### src/hdl/iow_consts.svh
// Constants for the port, wake-up and carrier block.
// Assumes a single-cycle data-memory access port from the core.
`ifndef IOW_CONSTS_SVH
`define IOW_CONSTS_SVH
`define IOW_ADDR_BIDIR 7'h05
`define IOW_ADDR_INPUT_PORT_B_PINS 7'h06
`define IOW_ADDR_PORT_C_PINS 7'h07
`define IOW_ADDR_CARRIER_LOW_PERIOD 7'h20
`define IOW_ADDR_CARRIER_HIGH_PERIOD 7'h21
`define IOW_ADDR_PORT_STATUS_CONFIG 7'h24
`define IOW_ADDR_CGCTL 7'h25
`define IOW_PST_PBWAKE 7
`define IOW_PST_PCWAKE 6
`define IOW_PST_PBPULL 5
`define IOW_PST_PC01PULL 4
`define IOW_PST_PC2PULL 3
`define IOW_PST_PC1MODE 2
`define IOW_PST_PC0MODE 0
`define IOW_CG_REMEN 3
`define IOW_CG_LEVEL 2
`define IOW_CG_MH8 1
`define IOW_CG_ML8 0
`define IOW_RST_BIDIR 8'h00
`define IOW_RST_DIR 8'hFF
`define IOW_RST_MOD 8'hFF
`define IOW_RST_PORT_STATUS_CONFIG 8'h20
`define IOW_RST_CGCTL 4'h0
`define IOW_WAKE_VECTOR 10'h3FF
`endif

### src/hdl/iow_pkg.sv
// Types shared by the port block and its carrier counter.
// Assumes iow_consts.svh holds all numeric values.
package iow_pkg;
   typedef logic [8:0] iow_mod_t;
   typedef enum logic [1:0] {
      IOW_AWAKE = 2'b00,
      IOW_ASLEEP = 2'b01,
      IOW_WAKING = 2'b11
   } iow_sleep_t;
endpackage

### src/hdl/iow_carrier_if.sv
// Carrier configuration and output between the port block and the carrier counter.
// Assumes both ends share clk.
`timescale 1ns/10ps
interface iow_carrier_if;
   logic [8:0] lowPeriod;
   logic [8:0] highPeriod;
   logic carrierLevel;
   modport ctrl (output lowPeriod, output highPeriod, input carrierLevel);
   modport gen (input lowPeriod, input highPeriod, output carrierLevel);
endinterface

### src/hdl/iow_carrier.sv
// Carrier generator counting one step per system clock through each half-period.
// Assumes clk runs at twice the nominal core rate.
`timescale 1ns/10ps
module iow_carrier
   import iow_pkg::*;
(
   // Clock and reset
   input wire logic clk,
   input wire logic sys_rst,
   // Configuration and output
   iow_carrier_if.gen cg
);
   iow_mod_t count_r;
   logic level_r;
   iow_mod_t limit;

   ////////////////////////////////////////////////////////////////
   // Zero modulo treated as one to avoid a stuck counter
   assign limit = level_r ? cg.highPeriod : cg.lowPeriod;

   always_ff @(posedge clk or posedge sys_rst) begin
      if (sys_rst) begin
         count_r <= 9'h001;
         level_r <= 1'b0;
      end else if (count_r >= limit) begin
         count_r <= 9'h001;
         level_r <= ~level_r;
      end else begin
         count_r <= count_r + 9'h001;
      end
   end

   assign cg.carrierLevel = level_r;
endmodule

### src/hdl/io_ports_wakeup.sv
// Top of the port, wake-up and carrier block.
// Assumes the core issues one-cycle read/write strobes with a 7-bit data address.
`timescale 1ns/10ps
`include "iow_consts.svh"
module io_ports_wakeup
   import iow_pkg::*;
(
   // Clock and resets
   input wire logic clk,
   input wire logic sys_rst,
   input wire logic warmRst,
   // Core data-memory access
   input wire logic [6:0] memAddr,
   input wire logic memWr,
   input wire logic memRd,
   input wire logic [7:0] memWdata,
   output logic [7:0] memRdata,
   output logic memHit,
   input wire logic dirLoad,
   input wire logic [6:0] dirAddr,
   input wire logic [7:0] accValue,
   // Sleep control
   input wire logic sleepReq,
   output logic asleep,
   output logic wakeRst,
   output logic [9:0] wakeVector,
   // Bidirectional port pins
   input wire logic [7:0] bidirPortIn,
   output logic [7:0] bidirPortOut,
   output logic [7:0] bidirPortOe_n,
   output logic [7:0] bidirPortPull,
   // Input port B
   input wire logic [7:0] inputPortBIn,
   output logic [7:0] inputPortBPull,
   // Third port pins
   input wire logic thirdPortPin0In,
   output logic thirdPortPin0InEn,
   output logic thirdPortPin0Pull,
   input wire logic thirdPortPin1In,
   output logic thirdPortPin1Out,
   output logic thirdPortPin1Oe_n,
   output logic thirdPortPin1Pull,
   input wire logic thirdPortPin2In,
   output logic thirdPortPin2Pull,
   // Carrier output
   output logic remoteCarrierOut
);
   logic [7:0] bidirData_r;
   logic [7:0] bidirDir_r;
   logic [7:0] lowPeriod_r;
   logic [7:0] highPeriod_r;
   logic [7:0] portStatus_r;
   logic [3:0] carrierCtl_r;
   logic [7:0] bSync1_r;
   logic [7:0] bSync_r;
   logic [7:0] aSync1_r;
   logic [7:0] aSync_r;
   logic [2:0] cSync1_r;
   logic [2:0] cSync_r;
   logic [7:0] bRef_r;
   logic [2:0] cRef_r;
   iow_sleep_t sleep_r;
   iow_sleep_t sleep_nxt;
   logic [7:0] memRdata_r;
   logic [7:0] readMux;
   logic [2:0] portCRead;
   logic [2:0] cWakeMask;
   logic changeSeen;
   logic anyRst;
   logic cgOut;
   logic pc0In;
   logic pc1In;
   iow_carrier_if cgIf ();

   assign anyRst = sys_rst;
   assign pc0In = portStatus_r[`IOW_PST_PC0MODE];
   assign pc1In = portStatus_r[`IOW_PST_PC1MODE];

   ////////////////////////////////////////////////////////////////
   // Pin synchronisers; second stage is the only reader of the first
   always_ff @(posedge clk or posedge sys_rst) begin
      if (sys_rst) begin
         bSync1_r <= 8'h00;
         bSync_r <= 8'h00;
      end else begin
         bSync1_r <= inputPortBIn;
         bSync_r <= bSync1_r;
      end
   end

   always_ff @(posedge clk or posedge sys_rst) begin
      if (sys_rst) begin
         aSync1_r <= 8'h00;
         aSync_r <= 8'h00;
      end else begin
         aSync1_r <= bidirPortIn;
         aSync_r <= aSync1_r;
      end
   end

   always_ff @(posedge clk or posedge sys_rst) begin
      if (sys_rst) begin
         cSync1_r <= 3'h0;
         cSync_r <= 3'h0;
      end else begin
         cSync1_r <= {thirdPortPin2In, thirdPortPin1In, thirdPortPin0In};
         cSync_r <= cSync1_r;
      end
   end

   ////////////////////////////////////////////////////////////////
   // Bidirectional port latch and direction; warm reset also clears the latch and sets every direction bit
   always_ff @(posedge clk or posedge sys_rst) begin
      if (sys_rst) begin
         bidirData_r <= `IOW_RST_BIDIR;
         bidirDir_r <= `IOW_RST_DIR;
      end else if (warmRst || wakeRst) begin
         bidirData_r <= `IOW_RST_BIDIR;
         bidirDir_r <= `IOW_RST_DIR;
      end else begin
         if (memWr && memAddr == `IOW_ADDR_BIDIR) begin
            bidirData_r <= memWdata;
         end
         if (dirLoad && dirAddr == `IOW_ADDR_BIDIR) begin
            bidirDir_r <= accValue;
         end
      end
   end

   ////////////////////////////////////////////////////////////////
   // Configuration registers keep their value over a warm reset
   always_ff @(posedge clk or posedge sys_rst) begin
      if (sys_rst) begin
         lowPeriod_r <= `IOW_RST_MOD;
      end else if (memWr && memAddr == `IOW_ADDR_CARRIER_LOW_PERIOD) begin
         lowPeriod_r <= memWdata;
      end
   end

   always_ff @(posedge clk or posedge sys_rst) begin
      if (sys_rst) begin
         highPeriod_r <= `IOW_RST_MOD;
      end else if (memWr && memAddr == `IOW_ADDR_CARRIER_HIGH_PERIOD) begin
         highPeriod_r <= memWdata;
      end
   end

   // Bit 1 is reserved, so it is never stored and always reads zero
   always_ff @(posedge clk or posedge sys_rst) begin
      if (sys_rst) begin
         portStatus_r <= `IOW_RST_PORT_STATUS_CONFIG;
      end else if (memWr && memAddr == `IOW_ADDR_PORT_STATUS_CONFIG) begin
         portStatus_r <= {memWdata[7:2], 1'b0, memWdata[0]};
      end
   end

   always_ff @(posedge clk or posedge sys_rst) begin
      if (sys_rst) begin
         carrierCtl_r <= `IOW_RST_CGCTL;
      end else if (memWr && memAddr == `IOW_ADDR_CGCTL) begin
         carrierCtl_r <= memWdata[3:0];
      end
   end

   ////////////////////////////////////////////////////////////////
   // Pin drive and pull-downs
   genvar gi;
   generate
      for (gi = 0; gi < 8; gi++) begin : gBidir
         assign bidirPortOut[gi] = bidirData_r[gi];
         assign bidirPortOe_n[gi] = bidirDir_r[gi];
         assign bidirPortPull[gi] = bidirDir_r[gi];
         assign inputPortBPull[gi] = portStatus_r[`IOW_PST_PBPULL];
      end
   endgenerate

   assign thirdPortPin0InEn = pc0In;
   assign thirdPortPin0Pull = pc0In && portStatus_r[`IOW_PST_PC01PULL];
   assign thirdPortPin1Pull = pc1In && portStatus_r[`IOW_PST_PC01PULL];
   assign thirdPortPin1Oe_n = pc1In;
   // Indicator follows the carrier while the remote output is enabled
   assign thirdPortPin1Out = cgOut;
   assign thirdPortPin2Pull = portStatus_r[`IOW_PST_PC2PULL];

   ////////////////////////////////////////////////////////////////
   // Carrier generator
   assign cgIf.lowPeriod = {carrierCtl_r[`IOW_CG_ML8], lowPeriod_r};
   assign cgIf.highPeriod = {carrierCtl_r[`IOW_CG_MH8], highPeriod_r};

   iow_carrier uCarrier (
      .clk(clk),
      .sys_rst(anyRst),
      .cg(cgIf.gen)
   );

   // Gated off, the pin rests low; the level bit is stored but steers nothing
   assign cgOut = carrierCtl_r[`IOW_CG_REMEN] && cgIf.carrierLevel;

   // Registered so the pin carries no decode glitches
   always_ff @(posedge clk or posedge sys_rst) begin
      if (sys_rst) begin
         remoteCarrierOut <= 1'b0;
      end else begin
         remoteCarrierOut <= cgOut;
      end
   end

   ////////////////////////////////////////////////////////////////
   // Read path
   // Pin 0 in off mode has no input buffer, so it reads high
   always_comb begin
      portCRead[2] = cSync_r[2];
      portCRead[1] = cSync_r[1];
      portCRead[0] = pc0In ? cSync_r[0] : 1'b1;
   end

   always_comb begin
      readMux = 8'h00;
      case (memAddr)
         `IOW_ADDR_BIDIR: readMux = aSync_r;
         `IOW_ADDR_INPUT_PORT_B_PINS: readMux = bSync_r;
         `IOW_ADDR_PORT_C_PINS: readMux = {5'h00, portCRead};
         `IOW_ADDR_CARRIER_LOW_PERIOD: readMux = lowPeriod_r;
         `IOW_ADDR_CARRIER_HIGH_PERIOD: readMux = highPeriod_r;
         `IOW_ADDR_PORT_STATUS_CONFIG: readMux = portStatus_r;
         `IOW_ADDR_CGCTL: readMux = {4'h0, carrierCtl_r};
         default: readMux = 8'h00;
      endcase
   end

   // Read data holds between reads so the core may take it late
   always_ff @(posedge clk or posedge sys_rst) begin
      if (sys_rst) begin
         memRdata_r <= 8'h00;
      end else if (memRd) begin
         memRdata_r <= readMux;
      end
   end
   assign memRdata = memRdata_r;

   always_comb begin
      memHit = 1'b0;
      case (memAddr)
         `IOW_ADDR_BIDIR: memHit = 1'b1;
         `IOW_ADDR_INPUT_PORT_B_PINS: memHit = 1'b1;
         `IOW_ADDR_PORT_C_PINS: memHit = 1'b1;
         `IOW_ADDR_CARRIER_LOW_PERIOD: memHit = 1'b1;
         `IOW_ADDR_CARRIER_HIGH_PERIOD: memHit = 1'b1;
         `IOW_ADDR_PORT_STATUS_CONFIG: memHit = 1'b1;
         `IOW_ADDR_CGCTL: memHit = 1'b1;
         default: memHit = 1'b0;
      endcase
   end

   ////////////////////////////////////////////////////////////////
   // Wake-up reference: latched on reads, as software must do before sleep
   always_ff @(posedge clk or posedge sys_rst) begin
      if (sys_rst) begin
         bRef_r <= 8'h00;
      end else if (memRd && memAddr == `IOW_ADDR_INPUT_PORT_B_PINS) begin
         bRef_r <= bSync_r;
      end
   end

   // A stale reference wakes at once; that is why software reads first
   always_ff @(posedge clk or posedge sys_rst) begin
      if (sys_rst) begin
         cRef_r <= 3'h0;
      end else if (memRd && memAddr == `IOW_ADDR_PORT_C_PINS) begin
         cRef_r <= cSync_r;
      end
   end

   assign cWakeMask = {1'b1, pc1In, pc0In} & {3{portStatus_r[`IOW_PST_PCWAKE]}};
   assign changeSeen = ((|(bSync_r ^ bRef_r)) && portStatus_r[`IOW_PST_PBWAKE]) ||
      (|((cSync_r ^ cRef_r) & cWakeMask));

   ////////////////////////////////////////////////////////////////
   // Sleep state machine
   always_comb begin
      sleep_nxt = sleep_r;
      case (sleep_r)
         IOW_AWAKE: begin
            if (sleepReq) begin
               sleep_nxt = IOW_ASLEEP;
            end
         end
         IOW_ASLEEP: begin
            if (changeSeen) begin
               sleep_nxt = IOW_WAKING;
            end
         end
         IOW_WAKING: begin
            sleep_nxt = IOW_AWAKE;
         end
         default: sleep_nxt = IOW_AWAKE;
      endcase
   end

   always_ff @(posedge clk or posedge sys_rst) begin
      if (sys_rst) begin
         sleep_r <= IOW_AWAKE;
      end else begin
         sleep_r <= sleep_nxt;
      end
   end

   assign asleep = (sleep_r == IOW_ASLEEP);
   assign wakeRst = (sleep_r == IOW_WAKING);
   assign wakeVector = `IOW_WAKE_VECTOR;
endmodule

### config.mk
export PLATFORM = sky130hd
export DESIGN_NAME = io_ports_wakeup
export DESIGN_NICKNAME = d
export VERILOG_FILES = /design/src/hdl/iow_pkg.sv /design/src/hdl/iow_carrier_if.sv /design/src/hdl/iow_carrier.sv /design/src/hdl/io_ports_wakeup.sv
export VERILOG_INCLUDE_DIRS = /design/src /design/src/hdl
export SDC_FILE = /design/constraint.sdc
export NUM_CORES = 1
export LEC_CHECK = 0
export ABC_AREA = 1
export BUFFER_PORTS_ARGS = -buffer_cell sky130_fd_sc_hd__buf_2
export CORE_MARGIN = 2
export CORE_UTILIZATION = 45
export CTS_BUF_LIST = sky130_fd_sc_hd__clkbuf_8
export CTS_CLUSTER_SIZE = 28
export DETAILED_ROUTE_END_ITERATION = 8
export PLACE_DENSITY = 0.68
export SYNTH_ARGS = -nofsm -noshare
export SYNTH_HDL_FRONTEND = slang
export SYNTH_SLANG_ARGS = --single-unit
export TNS_END_PERCENT = 1
### constraint.sdc
create_clock -name clk -period 7.7 [get_ports clk]
set_clock_uncertainty 0.1 [all_clocks]
set_input_delay 1.54 -clock clk [delete_from_list [all_inputs] [get_ports clk]]
set_output_delay 1.54 -clock clk [all_outputs]
set_load 0.02 [all_outputs]
==> metrics.md, run 1 <==
| Metric | Value |
|---|---|
| Cell count after placement | `~790` |
| CTS Buf Count | `17` |
| Clk root buf | `clkbuf_8` |
| Worst slew pin tran | `roughly 0.93 ns` |
| Largest net degree at the start of global routing | `between 70 and 80` |
| PD cells | `around 240 mW/mm^2` |
| Routed length per placed instance | `between 10 and 15 um` |
| Final-report max-slew violation count | `0` |
| Largest cells by area after synthesis | `dfrtp_1 41%, dfstp_2 13%, nand2_1 9.2%, nand3_1 5.6%, buf_4 3.9%` |
| Post-Layout Inst Area | `between 0.006 and 0.007 mm^2` |
| Share of layout cells above drive strength 1 | `0.318` |
| Initial Utilization | `0.465` |
| Hold Buf Count CTS | `0` |
| Fmax | `224 MHz` |
| CP Capture Type | `output pin` |
| Area growth syn-to-layout | `15.8%` |
| Avg Cell Area, Syn | `around 9.4 um^2` |
| Post-synth EDFFs | `0` |
| Clock tree from TritonCTS | `built` |
| Critical Path Stages | `9` |
| I/O pin count | `~120` |
| Pint | `a little over 1000 uW` |
| CP required | `6.06 ns` |
| H-Tree Depth | `4` |
| Antenna violations before repair | `0` |
| Share of the synthesized area in the top cell type | `0.408` |
| HPWL after detailed placement | `~8.9 mm` |
| Slowest stage delay, CP | `roughly 0.47 ns` |
| Final Critical Period | `about 4.5 ns` |
| Post-CTS Setup Bufs | `0` |
| Pwr Total | `1480 uW` |
| TritonRoute pass-1 iters | `5` |
| Clk_lat worst skew | `0.42 ns` |
| Switching Fraction | `0.316` |
| Hold Path Class | `reg2reg` |
| Post-synthesis cell count | `about 570` |
| Max_cap viols | `0` |
| Placed cell areas | `a little under 0.006 mm^2` |
| Slew headroom | `0.378` |
| # port buffers | `between 100 and 150` |
| Critical path fanouts, max | `30` |
| Status | `completed` |
| RSZ-0062 raised after global routing | `no` |
| Static Leak | `about 0.0032 uW` |
| PnR worst setup slack | `around 3.2 ns` |
| Core area | `between 0.01 and 0.015 mm^2` |
| Antenna viol nets, final | `0` |
| Switching pwr | `466 uW` |
| Placer Congestion | `between 0.8 and 0.9` |
| Synth Flop Type | `dfrtp_1` |
| Antenna Cells | `0` |
| Setup TNS | `0 ns` |
| Rows | `39` |
| Critical-path top delay cell | `nor2_4` |
| Sequential Power Share | `0.474` |
| GRT Total Usage | `0.197` |
| Crit share post-route | `0.580` |
| DIE AREA | `between 0.01 and 0.015 mm^2` |
| First-pass GRT wire length | `a little under 20 mm` |
| Clock share of power | `0.354` |
| Vias in the first global route | `4114` |
| Syn Std Cell Area | `roughly 0.0053 mm^2` |
| Post-synth ARST share | `1.00` |
| Residual DRC count | `0` |
| Cell variety after synth | `35` |
| R2R cell count | `8` |
| CTS Buffer Depth | `2` |
| Die Y | `around 110 um` |
| Sequential area share after synthesis | `0.537` |
| DR iter-0 viols | `approximately 350` |
| Commonest non-fill, non-tap cell in the layout | `nand2_1` |
| WL final | `11.8 mm` |
| Top delay family on crit path | `simple AND/OR/NAND/NOR gates` |
| Vias | `between 4000 and 5000` |
| Worst ir drop on vdd | `~0.16 mV` |
| Nets | `730` |
| Final Hold Fails | `0` |
| Combinational group share of total power | `0.172` |
| Cell Count, Final, Fillers Out | `between 800 and 900` |
| Element type at the critical path start | `primary input` |
| Yosys top cell by area | `dfrtp_1` |
| Grt total ovfl | `0` |
| Routed vias/inst | `~5.0` |
| DP Worst Slack | `approximately 3.2 ns` |
| Clock Sinks | `113` |
| Critical-path cell list | `buf_2, inv_1, nand2_1, nor2_4, inv_1, nor3_2, nor2_1, nand4_1, buf_2` |
| # setup viols final | `0` |
| Critical path class | `in2out` |
| CP arrival | `about 2.8 ns` |
| Most frequent cells in the layout | `130 x nand2_1, 105 x buf_2, 87 x dfrtp_1` |
| Ys Warns | `0` |
| FF+latch count, synth | `113` |
| Die width | `approximately 110 um` |
| WP buf/inv | `4` |
| Post-CTS sizing | `0` |
| Cells on Worst Hold Path | `0` |
| Clock Pin Slew Worst Setup and Hold Paths | `~0.080 ns` |
==> power by group through the flow <==
stage / logic [uW] / clock network (uW) / registers [uW]
floorplan: 201 / 0 / 695
global placement: 248 / 0 / 707
detailed placement: 258 / 0 / 709
CTS: 258 / 535 / 699
global route: 286 / 569 / 706
finish: 254 / 523 / 700
==> metrics by stage <==
stage          hold slack, ns  utilization
3_3_place_gp            0.233        0.505
2_1_floorplan           0.231            -
4_1_cts                 0.252        0.538
5_1_grt                 0.257        0.538
3_5_place_dp            0.235        0.505
6_report                0.250        0.538
==> registers in the layout, summed over array words and instances, names as in the netlist <==
| signal | cells |
|---|---|
| carrierCtl_r | 4 |
| bSync_r | 8 |
| aSync1_r | 8 |
| remoteCarrierOut | 1 |
| uCarrier.count_r | 9 |
| aSync_r | 8 |
| cRef_r | 3 |
| lowPeriod_r | 8 |
| highPeriod_r | 8 |
| bidirPortOe_n | 8 |
| bSync1_r | 8 |
| bRef_r | 8 |
| portStatus_r | 7 |
| memRdata | 8 |
| cSync_r | 3 |
| uCarrier.cg.carrierLevel | 1 |
| cSync1_r | 3 |
| sleep_r | 2 |
| bidirPortOut | 8 |
==> Yosys cell counts, types with 2 or more instances <==
library cell,count
mux2i_1,7
nand3b_1,2
dfstp_2,26
ha_1,10
buf_6,6
nand3_1,60
nand2_4,3
nor3_1,2
xnor2_1,10
buf_4,28
nor2_1,35
dfrtp_1,87
nand4_1,7
o21ai_2,15
o21ai_1,24
inv_2,5
buf_2,2
nand3_2,2
mux2_2,3
o21ai_0,22
inv_1,50
nor2_4,5
nand2_1,130
a21oi_1,4
mux2_4,4
nand2_2,8
==> final cells by class <==
type	count	area, um^2
inverter	57	218
sequential	113	2860
clock inverter	14	131
timing repair buffer	107	541
fill	1044	5290
multi-input combinational	368	2000
tap	143	179
clock buffer	18	248
==> worst register-to-register path: cells and delay by family, from the launching register on <==
kind	cells	cell delay, ns
AO/OA/AOI/OAI	3	0.66
flip-flops	1	0.74
adder cells (fa/ha/maj)	1	0.37
AND/OR/NAND/NOR	4	0.55
==> cell families (layout without fill, tap and decap cells) <==
kind of cell,count (synthesis),after routing,synth area share
other cells,1,10,0.000704
flops,113,113,0.537
mux,14,14,0.0308
simple gates,257,257,0.222
xor+xnor,11,11,0.0181
buf+inv,94,196,0.0951
fa+ha+maj,10,10,0.0235
compound gates,66,66,0.0730
==> worst paths after layout <==
path / from / end / slack, ns
min in group asynchronous: sys_rst / cSync1_r[0]$_DFF_PP0_ / 1.03
max: memAddr[6] / memHit / 3.23
min reg2reg: cSync1_r[2]$_DFF_PP0_ / cSync_r[2]$_DFF_PP0_ / 0.25
max in group asynchronous: sys_rst / bidirPortOut[3]$_DFFE_PP0P_ / 5.16
max reg2reg: uCarrier.cg.carrierLevel$_DFFE_PP0P_ / uCarrier.cg.carrierLevel$_DFFE_PP0P_ / 5.17
min: cSync1_r[2]$_DFF_PP0_ / cSync_r[2]$_DFF_PP0_ / 0.25
==> metal layers <==
metal / global-route usage / routed length [um] / part of all wire / up-vias
met4: 0.0683 / 244 / 0.021 / 0
met2: 0.336 / 5970 / 0.51 / 137
met3: 0.0423 / 650 / 0.055 / 20
met5: 0 / 0 / 0 / -
met1: 0.250 / 4910 / 0.42 / 1946
li1: - / - / - / 1982
Power figures use the tool's default switching activity.
==> inputs of run 2 (changes only) <==
--- a/config.mk
+++ b/config.mk
@@ -13,7 +13,7 @@
 export CTS_BUF_LIST = sky130_fd_sc_hd__clkbuf_8
 export CTS_CLUSTER_SIZE = 28
 export DETAILED_ROUTE_END_ITERATION = 8
-export PLACE_DENSITY = 0.68
+export PLACE_DENSITY = 0.71
 export SYNTH_ARGS = -nofsm -noshare
 export SYNTH_HDL_FRONTEND = slang
 export SYNTH_SLANG_ARGS = --single-unit
==> constraint.sdc (replaced) <==
create_clock -name clk -period 3.8 [get_ports clk]
set_clock_uncertainty 0.1 [all_clocks]
set_input_delay 0.76 -clock clk [delete_from_list [all_inputs] [get_ports clk]]
set_output_delay 0.76 -clock clk [all_outputs]
set_load 0.02 [all_outputs]
==> run 2 against run 1 <==
Cell area rose by 0.87%. Critical path type unchanged. Flip-flop and latch count did not move. Highest routed layer unchanged. First-iteration DRC count fell by 34%. Global-route usage fell by 0.45 points. Clock power rose by 120%. Utilization rose by 0.47 points. Count of clock-buffer cells in the layout rose by 1.
==> metrics.md, run 2 (synthesis gave the netlist of run 1 again) <==
| Metric | Value |
|---|---|
| DIE AREA | `0.0127 mm^2 (unchanged)` |
| Cell count after placement | `789 (+0.13%)` |
| Vias | `4085 (unchanged)` |
| CP required | `2.94 ns (-3.12 ns)` |
| Clk root buf | `clkbuf_8` |
| Worst slew pin tran | `1.13 ns (+0.198 ns)` |
| Top delay family on crit path | `simple AND/OR/NAND/NOR gates` |
| Antenna Cells | `0 (unchanged)` |
| Rows | `39 (unchanged)` |
| Biggest register | `uCarrier.count_r` |
| Crit share post-route | `0.775` |
| Routed length per placed instance | `14.1 um (-1.8%)` |
| Vias in the first global route | `3905 (-5.1%)` |
| CTS Buffer Depth | `2 (unchanged)` |
| Element type at the critical path start | `primary input` |
| Post-CTS Setup Bufs | `0 (unchanged)` |
| Critical path class | `in2out` |
| Placer Congestion | `0.871 (+1.8%)` |
| First-pass GRT wire length | `19.2 mm (-3.2%)` |
| Nets | `731 (+0.14%)` |
| Largest register FFs | `9 (unchanged)` |
| Slowest stage delay, CP | `0.49 ns (+0.02 ns)` |
| GRT Total Usage | `0.192 (-0.00455)` |
| Max_cap viols | `0 (unchanged)` |
| Status | `completed` |
| Most frequent cells in the layout | `130 x nand2_1, 105 x buf_2, 87 x dfrtp_1` |
| Die Y | `113 um (unchanged)` |
| Clk_lat worst skew | `0.42 ns (about the same)` |
| Share of layout cells above drive strength 1 | `0.316 (-0.00194)` |
| HPWL after detailed placement | `8.69 mm (-2.5%)` |
| Clock Pin Slew Worst Setup and Hold Paths | `0.07 ns (about the same)` |
| Hold Buf Count CTS | `0 (unchanged)` |
| CP arrival | `2.08 ns (-0.75 ns)` |
| Initial Utilization | `0.465 (unchanged)` |
| Setup TNS | `0 ns (unchanged)` |
| I/O pin count | `116 (unchanged)` |
| H-Tree Depth | `4 (unchanged)` |
| Fmax | `around 340 MHz` |
| Area growth syn-to-layout | `16.8%` |
| Cell Count, Final, Fillers Out | `821 (+0.12%)` |
| # setup viols final | `0 (unchanged)` |
| Post-CTS sizing | `0 (unchanged)` |
| Clock Sinks | `113 (unchanged)` |
| WL final | `11.6 mm (-1.7%)` |
| Critical-path cell list | `buf_2, inv_1, nand2_1, nor2_4, inv_1, nor3_2, nor2_1, nand4_1, buf_2` |
| Residual DRC count | `0 (unchanged)` |
| Hold Path Class | `reg2reg` |
| Final Critical Period | `2.94 ns` |
| Commonest non-fill, non-tap cell in the layout | `nand2_1` |
| Min Hold Slack | `0.242 ns (-0.00867 ns)` |
| Antenna viol nets, final | `0 (unchanged)` |
| Worst ir drop on vdd | `0.356 mV (+130%)` |
| # port buffers | `105 (unchanged)` |
| TritonRoute pass-1 iters | `4 (-1)` |
| Routed vias/inst | `4.98 (-0.12%)` |
| Fillers | `1039 (-0.48%)` |
| CTS Buf Count | `17 (unchanged)` |
| WP buf/inv | `4 (unchanged)` |
| Grt total ovfl | `0 (unchanged)` |
| DR iter-0 viols | `232 (-34%)` |
| Final Hold Fails | `0 (unchanged)` |
| Slew headroom | `0.243 (-0.135)` |
| RSZ-0062 raised after global routing | `no` |
| Static Leak | `0.00325 uW (+0.79%)` |
| Final-report max-slew violation count | `0 (unchanged)` |
| Critical-path top delay cell | `nor2_4` |
| Clock tree from TritonCTS | `built` |
| CP Capture Type | `output pin` |
| Critical path fanouts, max | `30 (unchanged)` |
| Antenna violations before repair | `0 (unchanged)` |
| Largest net degree at the start of global routing | `45 (-42%)` |
| Core area | `0.0115 mm^2 (unchanged)` |
| PD cells | `498 mW/mm^2 (+110%)` |
| Die width | `113 um (unchanged)` |
[run 2: through the flow]
stage	utilization	cell area, um^2	setup WS, ns	power [uW]
2_1_floorplan	-	5370	1.42	1820
3_3_place_gp	0.506	5800	0.910	1930
3_5_place_dp	0.506	5800	0.853	1950
4_1_cts	0.543	6230	0.855	3130
5_1_grt	0.543	6230	0.728	3270
6_report	0.543	6230	0.855	3100
[run 2: final cells by class]
class,count,area [um^2],share of cell area
Multi-Input combinational cell,368,2000,0.321
Clock inverter,13,163,0.0261
Sequential cell,113,2860,0.459
Timing Repair Buffer,108,548,0.0880
Tap cell,143,179,0.0287
Inverter,57,219,0.0352
Clock buffer,19,262,0.0420
[run 2: routing by layer]
metal / wire, um / track usage / vias up
li1: - / - / 1995
met2: 5770 / 0.328 / 129
met1: 4960 / 0.236 / 1941
met3: 596 / 0.0493 / 20
met5: 0 / 0 / -
met4: 260 / 0.0724 / 0
[run 2: path summary, 6_finish.rpt]
path	cells past startpoint	slack [ns]	endpoint	start
max	9	0.86	memHit	memAddr[6]
min	0	0.24	bSync_r[1]$_DFF_PP0_	bSync1_r[1]$_DFF_PP0_
max reg2reg	8	1.27	uCarrier.cg.carrierLevel$_DFFE_PP0P_	uCarrier.cg.carrierLevel$_DFFE_PP0P_
min reg2reg	0	0.24	bSync_r[1]$_DFF_PP0_	bSync1_r[1]$_DFF_PP0_
max in group asynchronous	3	2.44	bSync1_r[0]$_DFF_PP0_	sys_rst
min in group asynchronous	2	0.27	portStatus_r[3]$_DFFE_PP0P_	sys_rst
[run 2: worst reg2reg max path, cell delays in order, from the launching register on]
cell and delay, ns:
dfrtp_1 0.71, o21ai_0 0.25, ha_1 0.36, a21oi_1 0.19
nand2_1 0.09, a21oi_1 0.24, nand3_1 0.30, nand2_1 0.13
nand2_1 0.05
[run 2: power by group]
group	switching (uW)	internal, uW
logic	319	192
registers	98.2	1320
clock network	491	683
total	908	2190
